## config.mk

```make
export PLATFORM = sky130hd
export DESIGN_NAME = opda_panel
export DESIGN_NICKNAME = d
export VERILOG_FILES = /design/src/opda_pkg.sv /design/src/opda_panel.sv
export SDC_FILE = /design/constraint.sdc
export NUM_CORES = 1
export LEC_CHECK = 0
export ABC_AREA = 1
export CAP_MARGIN = 20
export CORE_MARGIN = 1
export CORE_UTILIZATION = 45
export DETAILED_ROUTE_END_ITERATION = 10
export DONT_BUFFER_PORTS = 1
export PLACE_DENSITY = 0.58
export SYNTH_ARGS = -nofsm -noshare
export SYNTH_HDL_FRONTEND = slang
export SYNTH_SLANG_ARGS = --single-unit
```

## constraint.sdc

```tcl
create_clock -name clk -period 6.4 [get_ports clk]
set_clock_uncertainty 0.1 [all_clocks]
set_input_delay 1.28 -clock clk [delete_from_list [all_inputs] [get_ports clk]]
set_output_delay 1.28 -clock clk [all_outputs]
set_load 0.1 [all_outputs]
```

## src/opda_pkg.sv

```systemverilog
// shared constants and types for the operator panel display/alter block
package opda_pkg;
   localparam int IR_W = 30;
   localparam int OP_W = 8;
   localparam int ADR_W = 16;
   localparam int CH_W = 6;
   localparam int OP_LSB = 22;
   localparam int ADR_LSB = 6;
   localparam int CH_LSB = 0;
   localparam int OPREF_W = 5;
   localparam int OPREF_LSB = 3;
   localparam int NSEL = 9;
   localparam int NTRACE = 5;
   localparam int LAMP_W = 31;
   localparam int LAMP_PAR = 30;
   localparam int TR_OP = 0;
   localparam logic [7:0] WB_CTRL = 8'h00;
   localparam logic [7:0] WB_STAT = 8'h04;
   localparam logic [7:0] WB_LAMP = 8'h08;
   localparam int CTRL_ARM = 0;
   localparam int CTRL_CLR = 1;
   localparam int ST_STOP = 0;
   localparam int ST_TRACE = 1;
   localparam int ST_REFUSE = 2;
   localparam int ST_BUSY = 3;

   typedef enum logic [3:0] {
      SEL_Q1 = 4'h0, SEL_Q2 = 4'h1, SEL_CC = 4'h2, SEL_INST = 4'h3,
      SEL_OPCH = 4'h4, SEL_M = 4'h5, SEL_C = 4'h6, SEL_MEM = 4'h7,
      SEL_SEQ = 4'h8, SEL_NONE = 4'hF
   } opda_sel_e;

   typedef enum logic [1:0] {
      MS_IDLE = 2'b00, MS_READ = 2'b01, MS_WRITE = 2'b10
   } opda_mst_e;

   typedef struct packed {
      logic [NSEL-1:0] sel;
      logic disp;
      logic alter;
      logic [IR_W-1:0] sw;
      logic tmode;
      logic [NTRACE-1:0] ttype;
   } opda_pins_s;

   typedef struct packed {
      logic req;
      logic we;
      logic [ADR_W-1:0] addr;
      logic [CH_W-1:0] wdata;
   } opda_mem_s;
endpackage : opda_pkg

```

## src/opda_panel.sv

```systemverilog
// operator panel display and alter logic with wishbone status port
//
// Chosen here: the Wishbone slave port and the register offsets.
`timescale 1ns/100ps
module opda_panel #(
   parameter logic [7:0] JUMP_LOOP_OP = 8'h01,
   parameter logic [7:0] INDEX_OP = 8'h02
) (
   input wire logic clk,
   input wire logic sys_rst,
   input wire logic clk_en,
   input wire opda_pkg::opda_pins_s pins_i,
   input wire logic proc_stopped_i,
   input wire logic staticize_i,
   input wire logic [opda_pkg::IR_W-1:0] ir_i,
   input wire logic [opda_pkg::ADR_W-1:0] cc_i,
   input wire logic [opda_pkg::IR_W-1:0] q1_i,
   input wire logic [opda_pkg::IR_W-1:0] q2_i,
   input wire logic [opda_pkg::CH_W-1:0] mem_rdata_i,
   input wire logic mem_rpar_i,
   input wire logic mem_ack_i,
   output logic [opda_pkg::LAMP_W-1:0] lamps_o,
   output logic ir_wr_o,
   output logic [opda_pkg::IR_W-1:0] ir_wdata_o,
   output logic reg_wr_o,
   output logic [3:0] reg_tgt_o,
   output logic [opda_pkg::IR_W-1:0] reg_wdata_o,
   output opda_pkg::opda_mem_s mem_o,
   output logic trace_halt_o,
   output logic trace_stop_o,
   input wire logic wb_cyc_i,
   input wire logic wb_stb_i,
   input wire logic wb_we_i,
   input wire logic [7:0] wb_adr_i,
   input wire logic [3:0] wb_sel_i,
   input wire logic [31:0] wb_dat_i,
   output logic [31:0] wb_dat_o,
   output logic wb_ack_o
);
   import opda_pkg::*;

   typedef struct packed {
      opda_pins_s s1;
      opda_pins_s s2;
      opda_pins_s s3;
      opda_pins_s pin;
      logic disp_prev;
      logic alter_prev;
      logic [LAMP_W-1:0] lamps;
      logic ir_wr;
      logic [IR_W-1:0] ir_wdata;
      logic reg_wr;
      logic [3:0] reg_tgt;
      logic [IR_W-1:0] reg_wdata;
      opda_mem_s mem;
      opda_mst_e mst;
      logic [CH_W-1:0] mem_data;
      logic mem_par;
      logic [ADR_W-1:0] seq_addr;
      logic trace_halt;
      logic trace_stop;
      logic refused;
      logic arm;
      logic wb_ack;
      logic [31:0] wb_dat;
   } opda_st_s;

   opda_st_s r_q;
   opda_st_s r_d;

   // lowest set button wins; the panel interlock keeps only one down
   function automatic opda_sel_e sel_code(input logic [NSEL-1:0] b);
      opda_sel_e c;
      c = SEL_NONE;
      for (int i = NSEL - 1; i >= 0; i--) begin
         if (b[i]) begin
            c = opda_sel_e'(i[3:0]);
         end
      end
      return c;
   endfunction : sel_code

   function automatic logic no_inject(input logic [OP_W-1:0] op);
      return (op == JUMP_LOOP_OP) || (op == INDEX_OP);
   endfunction : no_inject

   // the four selections whose alter lands in the instruction register
   function automatic logic ir_sel(input opda_sel_e s);
      return (s == SEL_INST) || (s == SEL_OPCH) || (s == SEL_M)
         || (s == SEL_C);
   endfunction : ir_sel

   always_comb begin
      logic disp_p;
      logic alter_p;
      logic stopped;
      logic wb_req;
      logic [IR_W-1:0] nir;
      logic [ADR_W-1:0] acc_addr;
      opda_sel_e sel;
      disp_p = 1'b0;
      alter_p = 1'b0;
      stopped = proc_stopped_i;
      wb_req = 1'b0;
      nir = ir_i;
      acc_addr = '0;
      sel = SEL_NONE;
      r_d = r_q;
      r_d.ir_wr = 1'b0;
      r_d.reg_wr = 1'b0;
      r_d.trace_halt = 1'b0;
      r_d.wb_ack = 1'b0;

      // three stage pin capture; a level counts once stages two and three agree
      r_d.s1 = pins_i;
      r_d.s2 = r_q.s1;
      r_d.s3 = r_q.s2;
      if (r_q.s2 == r_q.s3) begin
         r_d.pin = r_q.s3;
      end

      // one press, one command
      r_d.disp_prev = r_q.pin.disp;
      r_d.alter_prev = r_q.pin.alter;
      disp_p = r_q.pin.disp & ~r_q.disp_prev & stopped;
      alter_p = r_q.pin.alter & ~r_q.alter_prev & stopped;
      sel = sel_code(r_q.pin.sel);

      if (alter_p) begin
         case (sel)
            SEL_INST: begin
               nir = r_q.pin.sw;
            end
            SEL_OPCH: begin
               nir[OP_LSB +: OP_W] = r_q.pin.sw[OP_LSB +: OP_W];
            end
            SEL_M: begin
               nir[ADR_LSB +: ADR_W] = r_q.pin.sw[ADR_LSB +: ADR_W];
            end
            SEL_C: begin
               nir[CH_LSB +: CH_W] = r_q.pin.sw[CH_LSB +: CH_W];
            end
            default: begin
               nir = ir_i;
            end
         endcase
         case (sel)
            SEL_INST, SEL_OPCH, SEL_M, SEL_C: begin
               // refused instead of letting a loop run on a short counter
               if (no_inject(nir[OP_LSB +: OP_W])) begin
                  r_d.refused = 1'b1;
               end else begin
                  r_d.ir_wr = 1'b1;
                  r_d.ir_wdata = nir;
               end
            end
            SEL_Q1, SEL_Q2, SEL_CC: begin
               r_d.reg_wr = 1'b1;
               r_d.reg_tgt = sel;
               r_d.reg_wdata = r_q.pin.sw;
            end
            default: begin
               r_d.reg_wr = 1'b0;
            end
         endcase
      end

      // storage access; commands arriving while busy are dropped
      acc_addr = (sel == SEL_SEQ) ? r_q.seq_addr
                                  : r_q.pin.sw[ADR_LSB +: ADR_W];
      case (r_q.mst)
         MS_IDLE: begin
            if ((sel == SEL_MEM) || (sel == SEL_SEQ)) begin
               if (alter_p) begin
                  r_d.mst = MS_WRITE;
                  r_d.mem.req = 1'b1;
                  r_d.mem.we = 1'b1;
                  r_d.mem.addr = acc_addr;
                  r_d.mem.wdata = r_q.pin.sw[CH_LSB +: CH_W];
               end else if (disp_p) begin
                  r_d.mst = MS_READ;
                  r_d.mem.req = 1'b1;
                  r_d.mem.we = 1'b0;
                  r_d.mem.addr = acc_addr;
               end
            end
         end
         MS_READ: begin
            if (mem_ack_i) begin
               r_d.mst = MS_IDLE;
               r_d.mem.req = 1'b0;
               r_d.mem.we = 1'b0;
               r_d.seq_addr = r_q.mem.addr + 16'h0001;
               r_d.mem_data = mem_rdata_i;
               r_d.mem_par = mem_rpar_i;
            end
         end
         MS_WRITE: begin
            if (mem_ack_i) begin
               r_d.mst = MS_IDLE;
               r_d.mem.req = 1'b0;
               r_d.mem.we = 1'b0;
               r_d.seq_addr = r_q.mem.addr + 16'h0001;
               // written char shown with even parity, as storage keeps it
               r_d.mem_data = r_q.mem.wdata;
               r_d.mem_par = ^r_q.mem.wdata;
            end
         end
         default: begin
            r_d.mst = MS_IDLE;
            r_d.mem.req = 1'b0;
         end
      endcase

      // lamps recomputed every cycle from the live selection
      r_d.lamps = '0;
      case (sel)
         SEL_Q1: begin
            r_d.lamps[IR_W-1:0] = q1_i;
         end
         SEL_Q2: begin
            r_d.lamps[IR_W-1:0] = q2_i;
         end
         SEL_CC: begin
            r_d.lamps[IR_W-1:0] = ir_i;
            r_d.lamps[ADR_LSB +: ADR_W] = cc_i;
         end
         SEL_MEM, SEL_SEQ: begin
            r_d.lamps[IR_W-1:0] = ir_i;
            r_d.lamps[ADR_LSB +: ADR_W] = r_q.seq_addr;
            r_d.lamps[CH_LSB +: CH_W] = r_q.mem_data;
            r_d.lamps[LAMP_PAR] = r_q.mem_par;
         end
         default: begin
            r_d.lamps[IR_W-1:0] = ir_i;
         end
      endcase

      // op trace: only type op compares; other types belong elsewhere
      if (r_q.pin.tmode && r_q.arm && r_q.pin.ttype[TR_OP] && staticize_i
          && (ir_i[OP_LSB+OPREF_LSB +: OPREF_W]
              == r_q.pin.sw[OP_LSB+OPREF_LSB +: OPREF_W])) begin
         r_d.trace_halt = 1'b1;
      end

      // wishbone slave, one wait state, ack dropped the cycle after
      wb_req = wb_cyc_i & wb_stb_i & ~r_q.wb_ack;
      if (wb_req) begin
         r_d.wb_ack = 1'b1;
         r_d.wb_dat = '0;
         case (wb_adr_i)
            WB_CTRL: begin
               r_d.wb_dat[CTRL_ARM] = r_q.arm;
               if (wb_we_i && wb_sel_i[0]) begin
                  r_d.arm = wb_dat_i[CTRL_ARM];
                  if (wb_dat_i[CTRL_CLR]) begin
                     r_d.trace_stop = 1'b0;
                     r_d.refused = 1'b0;
                  end
               end
            end
            WB_STAT: begin
               r_d.wb_dat[ST_STOP] = stopped;
               r_d.wb_dat[ST_TRACE] = r_q.trace_stop;
               r_d.wb_dat[ST_REFUSE] = r_q.refused;
               r_d.wb_dat[ST_BUSY] = (r_q.mst != MS_IDLE);
            end
            WB_LAMP: begin
               r_d.wb_dat[LAMP_W-1:0] = r_q.lamps;
            end
            default: begin
               r_d.wb_dat = '0;
            end
         endcase
      end
      // a new event beats a clear in the same cycle
      if (r_q.trace_halt) begin
         r_d.trace_stop = 1'b1;
      end
      if (alter_p && r_d.ir_wr == 1'b0 && ir_sel(sel)) begin
         r_d.refused = 1'b1;
      end
   end

   always_ff @(posedge clk) begin
      if (sys_rst) begin
         r_q <= '0;
         r_q.mst <= MS_IDLE;
      end else if (clk_en) begin
         r_q <= r_d;
      end
   end

   assign lamps_o = r_q.lamps;
   assign ir_wr_o = r_q.ir_wr;
   assign ir_wdata_o = r_q.ir_wdata;
   assign reg_wr_o = r_q.reg_wr;
   assign reg_tgt_o = r_q.reg_tgt;
   assign reg_wdata_o = r_q.reg_wdata;
   assign mem_o = r_q.mem;
   assign trace_halt_o = r_q.trace_halt;
   assign trace_stop_o = r_q.trace_stop;
   assign wb_dat_o = r_q.wb_dat;
   assign wb_ack_o = r_q.wb_ack;
endmodule : opda_panel

```

==> metrics.txt, run 1 <==
Post-synth EDFFs 0; Seq cells post-synth 368; Hold Violations, Final 0; via count 13.7k; Arr. time, crit path 4.66 ns; CTS Buf Count 41; I/O pin count 369; Final #Nets 2,255; min setup slack post-route 2.07 ns; storage element area 7370 um^2; Cells after Synth 2,265; syn_area_per_cell 7.31 um^2; GP Congestion 0.891; CP required 6.73 ns; pin count of the biggest net entering global routing 183; Fin Hold WS 0.373 ns; placed insts 2,454; DRT iter0 DRCs 895; status completed; antenna violations before repair 1; CTS max path bufs 3; commonest cells after routing, fill and taps aside nor2_1 (375), dfxtp_1 (368), nand2_1 (338); area occupied by multi-input gates 6930 um^2; first-pass GRT wire length 74.8 mm; vias in the first global route 12.6k; top_reg_cell synth dfxtp_1; crit start category register; TritonCTS sink count 368; min cycle time layout 4.33 ns; design area 17,000 um^2; Leak 6.63 nW; Ys Warns 0; area grow syn2layout 2.40%; Core Area 35,900 um^2; vias per cell 5.43; Max Transition Viols Final 0; Reg power frac 0.496; Mapped Nets 2,482; sequential fraction of the synthesis area 0.445; post-layout util 0.472; fraction of registers with async set/reset 0; CP startpoint r_q[223]$_SDFFE_PP0P_; Least-Margin Pin Slew 1.18 ns; clock transition at the registers of the reported paths 0.06 ns; # hold bufs at CTS 0; FMAX 231 MHz; Clock Latency Late Sink 0.56 ns; Worst Setup End Kind register; post-route total power 5.05 mW; DRC 0; per-cell routed wire length 19.5 um; most common cell after layout, fill and taps aside nor2_1; Pint 3.81 mW; die area 37,600 um^2; combinational power share 0.048; floorplan die height 194 um; Rel. slew slack 0.214; width of the die 194 um; worst vdd ir 0.173 mV; CP Class register to register; count of input and output buffers 0; Non-Filler Instances 2,529; Rows 69; Post-Syn Area 16,600 um^2; Final period util 0.677; HP Start r_q[53]$_SDFFE_PP0P_; Clock Root Buffer clkbuf_16; share of cells above drive strength 1 0.0542; pre-CTS setup slack 1.99 ns; ranking of synthesized cells by area dfxtp_1 (44%), o21ai_0 (8.9%), nor2_1 (8.5%); DP HPWL 34.1 mm; Routed WL 49.2 mm; Hold Crit Class register to register; Sw Share 0.246; post-synth top area cell dfxtp_1; number of H-tree levels 2; Power Density 298 nW/um^2; grt ovf 0; # setup viols final 0; post-synth top area share 0.445; Initial Util 0.461; Worst R2R Start r_q[223]$_SDFFE_PP0P_; post-CTS setup buffer count 0; fillers 3,705; CTS tree yes; RSZ-0062 raised after global routing false; Placement Cell Area 15,600 um^2; Synth cell types 44; max cap viols 0; final setup TNS 0 ns; DR pass1 iterations 5; critical path peak fanout 29; Clk pwr share 0.456; GRT Total Usage 0.254; Sw Pwr 1.25 mW; post-cts sizing count 0; post-detailed-route count of antenna-violating nets 0
layout make-up:
cell class,count,share of cell area
Multi-Input combinational cell,1450,0.408
Tap cell,461,0.0340
Clock buffer,65,0.0748
Sequential cell,368,0.434
Clock inverter,7,0.00251
Antenna cell,1,0.000148
Timing Repair Buffer,22,0.0111
Inverter,155,0.0347
cell usage after synthesis, types with 2 or more instances:
master,n
o21ai_0,293
nor3_1,7
a22oi_1,6
nand4_1,17
xor2_1,27
a41oi_1,8
o221ai_1,10
o2111ai_1,4
buf_6,3
or2_2,2
inv_1,148
buf_2,10
ha_1,4
a211oi_1,8
nor2_1,377
o211ai_1,2
nand3_1,31
inv_2,4
mux2_2,6
nand3b_1,24
o22ai_1,9
dfxtp_1,368
clkbuf_1,110
xnor2_1,17
nand3_2,3
a31oi_1,16
o21ai_1,3
nand2_1,338
clkinv_1,3
buf_1,14
buf_4,155
a221oi_1,6
a21oi_1,218
nor4_1,4
cells by family after synthesis:
| kind of cell | count (synthesis) | synth area share |
|---|---|---|
| and+or+nand+nor | 809 | 0.198 |
| buffers and inverters | 447 | 0.139 |
| adders and majority gates | 4 | 0.00302 |
| other | 1 | 0.000226 |
| muxes | 6 | 0.00408 |
| xor gates and xnor gates | 44 | 0.0233 |
| DFF | 368 | 0.445 |
| AOI/OAI and AO/OA | 586 | 0.188 |
flip-flops by register name, summed over array words and instances, names as in the netlist:
name	count
wb_ack_o	1
ir_wdata_o	30
wb_dat_o	31
reg_wr_o	1
trace_stop_o	1
mem_o	24
ir_wr_o	1
trace_halt_o	1
r_q	117
lamps_o	31
reg_wdata_o	30
reg_tgt_o	4
r_d	96
power by group through the flow:
stage	clock (mW)	combinational [mW]	sequential (mW)
after floorplan	0	0.310	2.45
after global placement	0	0.238	2.55
after detailed placement	0	0.242	2.55
after CTS	2.35	0.244	2.50
after global routing	2.45	0.277	2.51
final	2.30	0.242	2.50
final timing paths:
path / to / slack [ns] / cells past startpoint
worst min-delay path: r_q[53]$_SDFFE_PP0P_ / 0.37 / 2
worst max register to register: lamps_o[4]$_SDFFE_PP0P_ / 2.07 / 10
worst min register to register: r_q[53]$_SDFFE_PP0P_ / 0.37 / 2
worst max-delay path: lamps_o[4]$_SDFFE_PP0P_ / 2.07 / 10
layer usage:
metal	up-vias	wire, um	global-route usage
li1	6799	-	-
met2	441	23300	0.430
met5	-	0	0
met4	0	1380	0.0867
met3	78	3080	0.0477
met1	6423	21500	0.325
critical path, stage by stage, from the launching register on:
cell	delay (ns)
dfxtp_1	0.33
nor2_4	0.36
nand3_2	0.23
nor2_1	0.42
inv_1	0.54
o21ai_2	0.50
inv_2	0.35
nand3_1	0.64
nand2_1	0.39
a21oi_1	0.24
a31oi_1	0.09
Note: power is estimated with default switching activity, not from simulation.
==> run 2, diff against run 1 <==
Settings changed: PLACE_DENSITY 0.58 to 0.6.
Clock period 6.4 ns to 3.9 ns, I/O delays scaled along.
==> metrics.txt, run 2 (synthesis results as in run 1) <==
status completed; Max Transition Viols Final 0; number of H-tree levels 2; vias per cell 5.39; Clock Latency Late Sink 0.55 ns; per-cell routed wire length 19.1 um; critical path peak fanout 47; vias in the first global route 12.7k; Worst Setup End Kind register; antenna violations before repair 1; share of cells above drive strength 1 0.0619; most common cell after layout, fill and taps aside nor2_1; most used cell, CP nand2_1; Hold Crit Class input pin to register; worst vdd ir 0.375 mV; Rows 69; clock transition at the registers of the reported paths 0.06 ns; post-route total power 8.32 mW; Cell Chain, Critical Path buf_4 -> inv_1 -> nand2_1 -> nand3_2 -> nand2_2 -> nand2_1 -> nand2_1 -> nand2_1 -> nor2_1 -> nand3_2 -> buf_4 -> nand2_1 -> nand2_1 -> nand2_1 -> nor2_1; floorplan die height 194 um; Worst Hold Depth 1; min cycle time layout 3.24 ns; # hold bufs at CTS 0; met1 WL 21.3 mm; Final period util 0.831; DRC 0; max reg flops 117; Sw Share 0.244; worst reg-to-reg setup slack 0.66 ns; CP Class register to register; Crit-path slowest cell nand2_1; DR pass1 iterations 5; Clk pwr share 0.458; CTS max path bufs 3; Hold Violations, Final 0; Least-Margin Pin Slew 1.17 ns; max cap viols 0; TritonCTS sink count 368; Sw Pwr 2.03 mW; combinational power share 0.048; GRT Total Usage 0.252; Rel. slew slack 0.218; Core Area 35,900 um^2; pin count of the biggest net entering global routing 183; # setup viols final 0; reg2reg path depth 15; Initial Util 0.461; DRT iter0 DRCs 889; crit start category register; Clock Root Buffer clkbuf_16; Top Layer Used met4; CTS tree yes; first-pass GRT wire length 74.1 mm; grt ovf 0; WL met2 22.3 mm; FMAX 308 MHz; Power Density 487 nW/um^2; crit-path max cell delay 0.50 ns; I/O pin count 369; die area 37,600 um^2; Reg power frac 0.494; DP HPWL 34.2 mm; RSZ-0062 raised after global routing false; CP required 4.24 ns; commonest cells after routing, fill and taps aside nor2_1 (375), dfxtp_1 (368), nand2_1 (338); GP Congestion 0.875; post-CTS setup buffer count 0; width of the die 194 um; via count 13.7k; Final #Nets 2,271; Biggest register r_q; WL met3 3.13 mm; Leak 6.71 nW; post-detailed-route count of antenna-violating nets 0; area grow syn2layout 3.20%; Arr. time, crit path 3.58 ns; CTS Buf Count 41; final setup TNS 0 ns; Pint 6.29 mW; Routed WL 48.6 mm; post-cts sizing count 0; count of input and output buffers 0
-- run 2: cell count changes in the layout (fill, tap and decap cells not counted), sizes merged --
cell and delta:
buf +16, clkbuf -3, bufinv +2, clkinvlp +2, clkinv -1, inv +1
-- run 2: power by group through the flow --
stage                     combinational, mW  clock (mW)  sequential, mW
final                                 0.398        3.81            4.11
after global routing                  0.456        4.03            4.12
after CTS                             0.402        3.90            4.11
after detailed placement              0.399           0            4.19
after global placement                0.394           0            4.19
after floorplan                       0.508           0            4.02
-- run 2: worst max-delay path, delay by kind of cell, from the launching register on --
family,cells,cell delay (ns)
buffers and inverters,3,0.76
AND/OR/NAND/NOR,12,1.88
flip-flops,1,0.37
-- run 2: final timing paths --
check / endpoint / start
worst max register to register: ir_wdata_o[3]$_SDFFE_PP0P_ / r_q[223]$_SDFFE_PP0P_
worst min-delay path: lamps_o[11]$_SDFFE_PP0P_ / sys_rst
worst max-delay path: ir_wdata_o[3]$_SDFFE_PP0P_ / r_q[223]$_SDFFE_PP0P_
worst min register to register: r_q[53]$_SDFFE_PP0P_ / r_q[53]$_SDFFE_PP0P_
-- run 2: final cells by class --
| type | instances | area [um^2] |
|---|---|---|
| Antenna cell | 1 | 2.50 |
| Sequential cell | 368 | 7370 |
| Clock buffer | 62 | 1200 |
| Multi-Input combinational cell | 1450 | 6930 |
| Timing Repair Buffer | 38 | 310 |
| Clock inverter | 11 | 118 |
| Inverter | 155 | 589 |
| Tap cell | 461 | 577 |
| Fill cell | 3610 | 18800 |
-- run 2: metrics by stage --
stage                     hold slack (ns)  cell area, um^2  cells   util  setup slack [ns]
after floorplan                     0.324            16600   2265      -              1.41
final                               0.208            17100   2546  0.476             0.658
after detailed placement            0.351            15800   2472  0.439             0.668
after global placement              0.353            15800   2472  0.439             0.770
after CTS                           0.171            17100   2545  0.476             0.661
after global routing                0.182            17100   2546  0.476             0.323
-- run 2: per-layer routing --
layer,GRT usage,vias to the layer above
met5,0,-
met3,0.0520,92
met4,0.113,0
met1,0.319,6374
met2,0.413,411
li1,-,6852
